`src/leak_bucket_pkg.sv`:
```
// constants, register map and carrier types of the leaky-bucket activity block
`default_nettype none
package leak_bucket_pkg;
    // ------------------------------------------------------------
    // timing
    // ------------------------------------------------------------
    localparam int unsigned CLK_PERIOD_NS = 5;
    localparam int unsigned FILL_CYCLE_MS = 128;
    localparam int unsigned NS_PER_MS     = 1_000_000;
    localparam int unsigned FILL_CYCLE_CLKS = FILL_CYCLE_MS * NS_PER_MS / CLK_PERIOD_NS;
    localparam int unsigned STRAP_SETTLE_CLKS = 3;

    // ------------------------------------------------------------
    // register map
    // ------------------------------------------------------------
    localparam int ADDR_W = 4;
    localparam int DATA_W = 8;
    localparam logic [ADDR_W-1:0] LEAK_RATE_OFS  = 4'h0;
    localparam logic [ADDR_W-1:0] OUT2_FREQ_OFS  = 4'h1;
    localparam logic [ADDR_W-1:0] IRQ_STATUS_OFS = 4'h2;
    localparam logic [ADDR_W-1:0] IRQ_MASK_OFS   = 4'h3;
    localparam logic [ADDR_W-1:0] ACC_BASE_OFS   = 4'h4;

    localparam logic [DATA_W-1:0] LEAK_RATE_RESET = 8'h01;
    localparam logic [DATA_W-1:0] OUT2_FREQ_RESET = 8'h00;
    localparam int LEAK_RATE_W = 2;
    localparam int NIBBLE_W    = 4;
    localparam logic [NIBBLE_W-1:0] UPPER_NIBBLE_RESET = 4'h0;
    localparam int FREQ_STRAP_W = 3;
    localparam int RUN_W        = 4;

    // ------------------------------------------------------------
    // carriers
    // ------------------------------------------------------------
    typedef struct packed {
        logic [ADDR_W-1:0] addr;
        logic [DATA_W-1:0] wr_data;
        logic              wr_en;
        logic              rd_en;
    } reg_req_type;

    typedef struct packed {
        logic                    sonet_not_sdh_strap;
        logic [FREQ_STRAP_W-1:0] out2_freq_strap;
    } strap_type;

    typedef enum logic [1:0] {
        STRAP_WAIT = 2'b00,
        STRAP_LOAD = 2'b01,
        STRAP_DONE = 2'b10
    } strap_state_type;
endpackage
`default_nettype wire

```
`src/fill_cycle_timer.sv`:
```
// free-running fill-cycle timer producing one tick pulse per cycle
`default_nettype none
module fill_cycle_timer
    import leak_bucket_pkg::*;
#(
    parameter int unsigned CYCLE_CLKS = FILL_CYCLE_CLKS
) (
    input  wire logic mclk,
    input  wire logic rst,
    output var  logic tick
);
    localparam int CNT_W = $clog2(CYCLE_CLKS);
    localparam logic [CNT_W-1:0] LAST = CNT_W'(CYCLE_CLKS - 1);

    logic [CNT_W-1:0] cnt_reg;
    logic             tick_reg;

    // ------------------------------------------------------------
    // counter
    // ------------------------------------------------------------
    always_ff @(posedge mclk or posedge rst) begin
        if (rst) begin
            cnt_reg  <= '0;
            tick_reg <= 1'b0;
        end else begin
            tick_reg <= (cnt_reg == LAST);
            if (cnt_reg == LAST) begin
                cnt_reg <= '0;
            end else begin
                cnt_reg <= cnt_reg + 1'b1;
            end
        end
    end

    assign tick = tick_reg;
endmodule // fill_cycle_timer
`default_nettype wire

```
`src/leak_bucket.sv`:
```
// per-input leaky-bucket activity accumulators, decay control and output-2 strap register
`default_nettype none
module leak_bucket
    import leak_bucket_pkg::*;
#(
    parameter int NUM_INPUTS = 2,
    parameter int ACC_W      = 8,
    parameter int unsigned CYCLE_CLKS = FILL_CYCLE_CLKS
) (
    input  wire logic                  mclk,
    input  wire logic                  rst,
    input  wire reg_req_type           reg_req,
    output var  logic [DATA_W-1:0]     rd_data,
    input  wire logic [NUM_INPUTS-1:0] input_bad,
    input  wire strap_type             strap_pins,
    output var  logic                  irq
);
    localparam logic [ACC_W-1:0] ACC_MAX = '1;
    localparam logic [ACC_W-1:0] ACC_ZERO = '0;
    localparam logic [RUN_W-1:0] RUN_ZERO = '0;

    function automatic logic [RUN_W-1:0] clean_run_len(input logic [LEAK_RATE_W-1:0] rate);
        clean_run_len = RUN_W'(1) << rate;
    endfunction

    // ------------------------------------------------------------
    // synchronisers and cycle timer
    // ------------------------------------------------------------
    logic [NUM_INPUTS-1:0] bad_meta_reg;
    logic [NUM_INPUTS-1:0] bad_sync_reg;
    strap_type             strap_meta_reg;
    strap_type             strap_sync_reg;
    logic                  tick;

    always_ff @(posedge mclk or posedge rst) begin
        if (rst) begin
            bad_meta_reg   <= '0;
            bad_sync_reg   <= '0;
            strap_meta_reg <= '0;
            strap_sync_reg <= '0;
        end else begin
            bad_meta_reg   <= input_bad;
            bad_sync_reg   <= bad_meta_reg;
            strap_meta_reg <= strap_pins;
            strap_sync_reg <= strap_meta_reg;
        end
    end

    fill_cycle_timer #(
        .CYCLE_CLKS (CYCLE_CLKS)
    ) u_timer (
        .mclk (mclk),
        .rst  (rst),
        .tick (tick)
    );

    // ------------------------------------------------------------
    // registers written by software
    // ------------------------------------------------------------
    logic [LEAK_RATE_W-1:0] leak_rate_reg;
    logic [DATA_W-1:0]      out2_freq_reg;
    logic [DATA_W-1:0]      irq_mask_reg;
    logic [DATA_W-1:0]      irq_mask_next;
    logic [DATA_W-1:0]      irq_status_reg;
    logic [DATA_W-1:0]      irq_status_next;
    logic [DATA_W-1:0]      event_vec;
    strap_state_type        strap_state_reg;
    logic [1:0]             strap_cnt_reg;
    logic                   wr_hit_rate;
    logic                   wr_hit_freq;

    assign wr_hit_rate = reg_req.wr_en && (reg_req.addr == LEAK_RATE_OFS);
    assign wr_hit_freq = reg_req.wr_en && (reg_req.addr == OUT2_FREQ_OFS);

    always_ff @(posedge mclk or posedge rst) begin
        if (rst) begin
            leak_rate_reg <= LEAK_RATE_RESET[LEAK_RATE_W-1:0];
        end else if (wr_hit_rate) begin
            leak_rate_reg <= reg_req.wr_data[LEAK_RATE_W-1:0];
        end
    end

    always_ff @(posedge mclk or posedge rst) begin
        if (rst) begin
            irq_mask_reg <= '0;
        end else begin
            irq_mask_reg <= irq_mask_next;
        end
    end

    // the interrupt sees a new mask in the same cycle as the status it gates
    always_comb begin
        irq_mask_next = irq_mask_reg;
        if (reg_req.wr_en && (reg_req.addr == IRQ_MASK_OFS)) begin
            irq_mask_next = reg_req.wr_data;
        end
    end

    // ------------------------------------------------------------
    // strap capture
    // ------------------------------------------------------------
    // straps are read only once the synchroniser has filled after release
    always_ff @(posedge mclk or posedge rst) begin
        if (rst) begin
            strap_state_reg <= STRAP_WAIT;
            strap_cnt_reg   <= '0;
            out2_freq_reg   <= OUT2_FREQ_RESET;
        end else begin
            case (strap_state_reg)
                STRAP_WAIT: begin
                    strap_cnt_reg <= strap_cnt_reg + 1'b1;
                    if (strap_cnt_reg == 2'(STRAP_SETTLE_CLKS - 1)) begin
                        strap_state_reg <= STRAP_LOAD;
                    end
                end
                STRAP_LOAD: begin
                    out2_freq_reg   <= {UPPER_NIBBLE_RESET, strap_sync_reg};
                    strap_state_reg <= STRAP_DONE;
                end
                STRAP_DONE: begin
                    if (wr_hit_freq) begin
                        out2_freq_reg <= reg_req.wr_data;
                    end
                end
                default: begin
                    strap_state_reg <= STRAP_WAIT;
                end
            endcase
        end
    end

    // ------------------------------------------------------------
    // accumulators
    // ------------------------------------------------------------
    logic [ACC_W-1:0] acc_reg [NUM_INPUTS];
    logic [RUN_W-1:0] clean_reg [NUM_INPUTS];
    logic [NUM_INPUTS-1:0] seen_reg;
    logic [NUM_INPUTS-1:0] cycle_bad;
    logic [NUM_INPUTS-1:0] fill_evt;
    logic [NUM_INPUTS-1:0] leak_evt;

    for (genvar i = 0; i < NUM_INPUTS; i++) begin : g_bucket
        // a fault anywhere inside the cycle marks it bad, even on its last clock
        assign cycle_bad[i] = seen_reg[i] | bad_sync_reg[i];
        assign fill_evt[i]  = tick && cycle_bad[i] && (acc_reg[i] != ACC_MAX);
        assign leak_evt[i]  = tick && !cycle_bad[i]
                              && (clean_reg[i] + 1'b1 == clean_run_len(leak_rate_reg))
                              && (acc_reg[i] != ACC_ZERO);

        always_ff @(posedge mclk or posedge rst) begin
            if (rst) begin
                seen_reg[i] <= 1'b0;
            end else if (tick) begin
                seen_reg[i] <= 1'b0;
            end else if (bad_sync_reg[i]) begin
                seen_reg[i] <= 1'b1;
            end
        end

        always_ff @(posedge mclk or posedge rst) begin
            if (rst) begin
                clean_reg[i] <= RUN_ZERO;
            end else if (tick) begin
                if (cycle_bad[i] || (clean_reg[i] + 1'b1 >= clean_run_len(leak_rate_reg))) begin
                    clean_reg[i] <= RUN_ZERO;
                end else begin
                    clean_reg[i] <= clean_reg[i] + 1'b1;
                end
            end
        end

        // saturates at both ends; the bucket size limit is ACC_MAX, all ones across ACC_W
        always_ff @(posedge mclk or posedge rst) begin
            if (rst) begin
                acc_reg[i] <= ACC_ZERO;
            end else if (fill_evt[i]) begin
                acc_reg[i] <= acc_reg[i] + 1'b1;
            end else if (leak_evt[i]) begin
                acc_reg[i] <= acc_reg[i] - 1'b1;
            end
        end

    end : g_bucket

    // ------------------------------------------------------------
    // interrupts
    // ------------------------------------------------------------
    always_comb begin
        event_vec = '0;
        event_vec[NUM_INPUTS-1:0] = fill_evt;
        event_vec[2*NUM_INPUTS-1:NUM_INPUTS] = leak_evt;
    end

    // a new event in the clearing cycle stays set
    always_comb begin
        irq_status_next = irq_status_reg;
        if (reg_req.wr_en && (reg_req.addr == IRQ_STATUS_OFS)) begin
            irq_status_next = irq_status_reg & ~reg_req.wr_data;
        end
        irq_status_next = irq_status_next | event_vec;
    end

    logic irq_reg;

    always_ff @(posedge mclk or posedge rst) begin
        if (rst) begin
            irq_status_reg <= '0;
            irq_reg        <= 1'b0;
        end else begin
            irq_status_reg <= irq_status_next;
            irq_reg        <= |(irq_status_next & irq_mask_next);
        end
    end

    assign irq = irq_reg;

    // ------------------------------------------------------------
    // read port
    // ------------------------------------------------------------
    logic [DATA_W-1:0] rd_data_reg;
    logic [DATA_W-1:0] rd_data_next;

    always_comb begin
        rd_data_next = '0;
        case (reg_req.addr)
            LEAK_RATE_OFS:  rd_data_next = DATA_W'(leak_rate_reg);
            OUT2_FREQ_OFS:  rd_data_next = out2_freq_reg;
            IRQ_STATUS_OFS: rd_data_next = irq_status_reg;
            IRQ_MASK_OFS:   rd_data_next = irq_mask_reg;
            default: begin
                for (int k = 0; k < NUM_INPUTS; k++) begin
                    if (reg_req.addr == ACC_BASE_OFS + ADDR_W'(k)) begin
                        rd_data_next = DATA_W'(acc_reg[k]);
                    end
                end
            end
        endcase
    end

    // data stands only in the cycle after the read strobe
    always_ff @(posedge mclk or posedge rst) begin
        if (rst) begin
            rd_data_reg <= '0;
        end else if (reg_req.rd_en) begin
            rd_data_reg <= rd_data_next;
        end else begin
            rd_data_reg <= '0;
        end
    end

    assign rd_data = rd_data_reg;
endmodule // leak_bucket
`default_nettype wire

```
`config.mk`:
```
export PLATFORM = sky130hd
export DESIGN_NAME = leak_bucket
export DESIGN_NICKNAME = d
export VERILOG_FILES = /design/src/leak_bucket_pkg.sv /design/src/fill_cycle_timer.sv /design/src/leak_bucket.sv
export SDC_FILE = /design/constraint.sdc
export NUM_CORES = 1
export LEC_CHECK = 0
export ABC_AREA = 1
export ABC_CLOCK_PERIOD_IN_PS = 3000
export BUFFER_PORTS_ARGS = -buffer_cell sky130_fd_sc_hd__clkbuf_2
export CAP_MARGIN = 20
export CORE_AREA = 8 8 147 149
export DETAILED_ROUTE_END_ITERATION = 10
export DIE_AREA = 0 0 155 157
export HOLD_SLACK_MARGIN = 0.03
export PLACE_DENSITY_LB_ADDON = 0.12
export SETUP_SLACK_MARGIN = 0.5
export SLEW_MARGIN = 20
export SYNTH_ARGS = -nofsm -noshare
export SYNTH_HDL_FRONTEND = slang
export SYNTH_HIERARCHICAL = 1
export SYNTH_SLANG_ARGS = --single-unit
```
`constraint.sdc`:
```
create_clock -name mclk -period 3 [get_ports mclk]
set_input_delay 0.9 -clock mclk [delete_from_list [all_inputs] [get_ports mclk]]
set_output_delay 0.9 -clock mclk [all_outputs]
set_load 0.02 [all_outputs]
```
[Word level (Yosys, flattened, before mapping)]
Index checks and enable logic that the tools add are counted.
W data, S select, Z words.
Storage, ports and cells
  flip-flop bits (word level): 103
  bits of input ports: 22
  output and inout port bits: 9
  word-level logic and storage cells: 106
Cells by class
  add/subtract/negate cells: 8
  order comparisons: 2
  eq/ne operators: 15
  shift operators: 1
  mux-type cells: 21
  bitwise operators: 7
  reduce and logical (&&, ||, !) cells: 30
Operators by type and width (count)
  $mux W8: 10
  $pmux W8 S4: 1
  $add A25 B1 Y25 const B: 1
  $eq A25 B25 Y1 const B: 1
  $mux W25: 1
  $add A8 B1 Y8 const B: 2
  $and A8 B8 Y8: 2
  $ne A8 B8 Y1 const B: 2
  $pmux W8 S2: 1
  $reduce_bool A8 Y1: 2
  $sub A8 B1 Y8 const B: 2
  $logic_and A1 B1 Y1: 14
  $reduce_bool A2 Y1: 5
  $add A4 B1 Y4 const B: 2
  $eq A4 B2 Y1 const B: 2
  $eq A4 B3 Y1 const B: 2
  $eq A4 B4 Y1: 2
  $ge A4 B4 Y1: 2
  $mux W4: 2
  $not A8 Y8: 1
  $or A8 B4 Y8: 1
  $reduce_or A8 Y1: 1
  $pmux W2 S3: 1
  $eq A2 B2 Y1 const B: 2
  other kinds (14): 22

[Longest topological paths before layout]
  depth in word-level cells: 8
  gate-level depth with buffers: 13
  mapped depth without buffers: 13

[By module]
Netlist, hierarchy kept.
By module, submodules not included
  leak_bucket: instances 1, cells each 517, area an instance 4186.5 sq um, seq. area each 1928.1 sq um
  fill_cycle_timer: instances 1, cells each 197, area an instance 1473.9 sq um, seq. area each 650.6 sq um

[Worst setup path before layout]
Ideal clock, no wire load.
  path kind: reg-to-reg
  from: register u_timer.tick_reg (netlist: u_timer/tick)
  to: register acc_reg[15] (netlist name)
  library setup time: 116 ps
  arrival time: 1819 ps
  required time: 2884 ps
  path slack: 1064 ps
  cell stages (with the launch flop): 13
  buffers on the path: 1
  clock period less this slack: 1936 ps
  path through: dfrtp_1 buf_2 inv_1 nor2_1 nand2_1 ha_1 a21oi_1 o21a_1 nand2_1 nand2_1 nand2_1 nand2_1 nand2_1
Between the ends
  longest elaborated chain between the ends: 4
  elaborated cells between the ends (all ways): 7
  those cells by class: mux: 1; reduce/logical: 6
RTL lines
  from (decl): RTL line fill_cycle_timer.sv:16  | logic tick_reg;
  from (signal assigned): RTL line fill_cycle_timer.sv:26  | tick_reg <= (cnt_reg == LAST);
  $logic_and A1 B1 Y1: RTL line leak_bucket.sv:146  | assign leak_evt[i] = tick && !cycle_bad[i]
  $logic_and A1 B1 Y1: RTL line leak_bucket.sv:147  | && (clean_reg[i] + 1'b1 == clean_run_len(leak_rate_reg))
  $logic_and A1 B1 Y1: RTL line leak_bucket.sv:148  | && (acc_reg[i] != ACC_ZERO);
  $reduce_bool A2 Y1 (no line)
  to (signal, indexed assignment): RTL line leak_bucket.sv:177  | acc_reg[i] <= acc_reg[i] + 1'b1;
  to (signal, indexed assignment): RTL line leak_bucket.sv:179  | acc_reg[i] <= acc_reg[i] - 1'b1;
  to (decl): RTL line leak_bucket.sv:135  | logic [ACC_W-1:0] acc_reg [NUM_INPUTS];
Parallel ways exist; a longest one is shown, timed or not.
A chain may end at the register's enable or synchronous reset.

[Final worst setup path]
  from: register bad_sync_reg[1]
  to: register acc_reg[7] (netlist name)
Between the ends
  longest elaborated chain between the ends: 6
  elaborated cells between the ends (all ways): 9
  those cells by class: mux: 1; bitwise: 1; reduce/logical: 7
RTL lines
  from (decl): RTL line leak_bucket.sv:30  | logic [NUM_INPUTS-1:0] bad_sync_reg;
  from (signal assigned): RTL line leak_bucket.sv:43  | bad_sync_reg <= bad_meta_reg;
  $or A1 B1 Y1 *: RTL line leak_bucket.sv:144  | assign cycle_bad[i] = seen_reg[i] | bad_sync_reg[i];
  $logic_not A1 Y1: RTL line leak_bucket.sv:146
  $logic_and A1 B1 Y1: RTL line leak_bucket.sv:146
  $logic_and A1 B1 Y1: RTL line leak_bucket.sv:147
  $logic_and A1 B1 Y1: RTL line leak_bucket.sv:148
  $reduce_bool A2 Y1 (no line)
Mark *: on every way between the ends. The rest lies on a longest branch, timed or not.

==> impl_metrics.yaml <==
status:
  status: "finished, final reports clean"
setup_path:
  path_max_fanout: 10
  max_stage_delay_ns: 0.38
  worst-r2r-setup-slack_ns: 0.75
  rr_worst_depth: 11
  arrival_ns: 2.49
  crit_buf_inv: 0
  critPathSlowestCell: "dfrtp_1"
  worstSetupEndpointType: "flop"
  r2r_start: "bad_sync_reg[1]$_DFF_PP0_"
  path_class: "reg -> reg"
  crit_chain: "nor2_1 > nor2_1 > nand2_1 > ha_1 > a21oi_1 > o21a_1 > nand2_1 > nand2_1 > nand2_1 > nand2_1 > nand2_1"
  worstPathRequired_ns: 3.24
  crit_path_start_kind: "flop"
  critPathTopFamily: "simple AND/OR/NAND/NOR gates"
  r2r_end: "acc_reg[7]$_DFFE_PP0P_"
  crit_top_cell: "nand2_1"
logic_synthesis:
  avgSynthCellArea_um2: 7.93
  synth-seq-area-share_pct: 45.6
  ys_warn_count: 6
  synthTopCellsByArea: "dfrtp_1 45%, nand2_1 14%, inv_1 6.0%"
  syn-num-nets: 762
  yosys.cell_types.count: 37
  yosys.area.top_type: "dfrtp_1"
  synth_top_area_share_pct: 45.1
  synth_seq_cells: 103
  syn_area_um2: 5660
  netlist_instances: 714
route:
  drc_errors: 0
  drt-total-wl_mm: 13.2
  ant_nets: 0
  num_vias: 4478
  met3_wirelength_um: 423
  m1WireLength_mm: 6.76
  wl_met2_mm: 5.89
  post_drt_wl_per_cell_um: 12.9
  drt-initial-drc-count: 249
  routed.top_layer: "met4"
  vias_per_cell: 4.39
  drt-pass1-iter-count: 4
clock_network:
  cts_tree: "yes"
  clock_latency_ns: 0.35
  numCtsBuffers: 9
  clockBufferDepth: 2
  ctsResizeCount: 0
  cts_sinks: 103
  clk_pin_slew_worst_paths_ns: 0.07
  cts_hold_buffers: 0
  root_buffer: "clkbuf_16"
  post-cts-setup-buffers: 0
  cts-htree-levels: 3
final_layout:
  fillers: 2023
  diodes: 0
  nets: 799
  area_growth_syn_to_layout_pct: 14.1
  drive_gt1_share_pct: 12.0
  largest_register_ffs: 25
floorplan:
  dieWidth_um: 155
  rows: 51
  io_pins: 31
  design.core.area_um2: 19200
  start_util_pct: 29.5
  dieArea_um2: 24300
  die_h_um: 157
sta:
  slew_violations: 0
  slew_headroom_pct: 63.6
  report.final.setup_viol: 0
  postLayoutSetupSlackWorst_ns: 0.749
  final_hold_viol_count: 0
  worst_pin_slew_ns: 0.545
  setup_tns_ns: 0
  fmax_mhz: 444
  clock_skew_ns: 0.00762
  period_share_pct: 75.0
  rsz0062_at_grt: "false"
  min_period_ns: 2.25
worst_hold_path:
  worstHoldPathCells: 0
  hold_class: "reg -> reg"
  hold_end: "bad_sync_reg[1]$_DFF_PP0_"
  hold_start: "bad_meta_reg[1]$_DFF_PP0_"
global_routing:
  grt_max_degree: 35
  antenna_found_initial: 0
  grt-ovfl-total: 0
  grt_pass1_wl_mm: 22.3
  grt_pass1_vias: 4373
  grt.total_usage_pct: 11.5
power_and_ir_drop:
  power.density_nw_per_um2: 477
  p_leak_nw: 3.23
  vdd_ir_drop_max_mv: 0.310
  total_power_mw: 3.08
job:
  maxCapViolCount: 0
placement:
  portBuffers: 30
  dp_hpwl_mm: 10.1
  place_ws_ns: 0.658
  gp_congestion: 0.813
==> worst max-delay path by stage <==
stage	cells past startpoint	from	endpoint
2_1_floorplan	12	u_timer/tick$_DFF_PP0_	acc_reg[15]$_DFFE_PP0P_
3_3_place_gp	11	clean_reg[4]$_DFFE_PP0P_	acc_reg[14]$_DFFE_PP0P_
3_5_place_dp	11	reg_req[12]	irq$_DFF_PP0_
4_1_cts	11	clean_reg[4]$_DFFE_PP0P_	acc_reg[14]$_DFFE_PP0P_
5_1_grt	11	u_timer/tick$_DFF_PP0_	acc_reg[15]$_DFFE_PP0P_
6_report	11	bad_sync_reg[1]$_DFF_PP0_	acc_reg[7]$_DFFE_PP0P_
==> routing by layer <==
metal | global-route usage, % | vias to the layer above
met2 | 17.9 | 62
met5 | 0 | -
met3 | 3.13 | 8
met4 | 2.61 | 0
li1 | - | 2334
met1 | 15.5 | 2074
==> logic make-up after synthesis <==
family                     count (synthesis)  synth area share [%]
xor gates and xnor gates                  25                  3.87
buffers and inverters                    104                  7.29
and+or+nand+nor                          383                  29.5
adders and majority gates                 26                  6.01
DFF                                      103                  45.6
AOI/OAI and AO/OA                         73                  7.76
==> power breakdown <==
part | switching (mW) | internal, mW
registers | 0.0430 | 1.48
logic | 0.207 | 0.104
clock network | 0.578 | 0.668
total | 0.827 | 2.25
==> layout by cell type, fill, tap and decap left out, drive strengths merged, types with 5 or more instances in the layout <==
cell / instances
nand2: 219
nor2: 103
dfrtp: 102
inv: 97
nand3: 50
clkbuf: 39
o21ai: 32
ha: 24
xor2: 23
a21oi: 16
o221ai: 9
nand4: 5
buf: 5
==> synth_stat cells (all sizes together) <==
| cell | count |
|---|---|
| clkinv | 2 |
| nand4 | 5 |
| xnor2 | 2 |
| inv | 93 |
| o22ai | 3 |
| ha | 24 |
| dfstp | 1 |
| o211ai | 3 |
| clkbuf | 3 |
| a211oi | 4 |
| a21oi | 16 |
| nand3b | 3 |
| o221ai | 9 |
| o21bai | 1 |
| nand3 | 50 |
| nor2 | 103 |
| fa | 2 |
| nor3 | 3 |
| o21ai | 32 |
| xor2 | 23 |
| dfrtp | 102 |
| nand2 | 219 |
| o21a | 3 |
| a31oi | 2 |
| buf | 6 |
==> layout make-up <==
class	count	area (um^2)	area share (%)
Multi-Input combinational cell	507	2670	41.4
Sequential cell	103	2580	39.9
Inverter	95	367	5.68
Tap cell	265	332	5.13
Clock buffer	9	225	3.49
Timing Repair Buffer	35	200	3.10
Clock inverter	7	83.8	1.30
==> per-stage QoR <==
step / instance area [um^2] / util (%) / std cells / hold WS, ns
finish: 6460 / 33.6 / 1021 / 0.350
global placement: 6150 / 32.0 / 1005 / 0.333
global route: 6460 / 33.6 / 1021 / 0.358
floorplan: 5660 / - / 714 / 0.331
detailed placement: 6150 / 32.0 / 1005 / 0.335
CTS: 6450 / 33.6 / 1021 / 0.352
No activity file was read; power rests on OpenSTA's default activity.
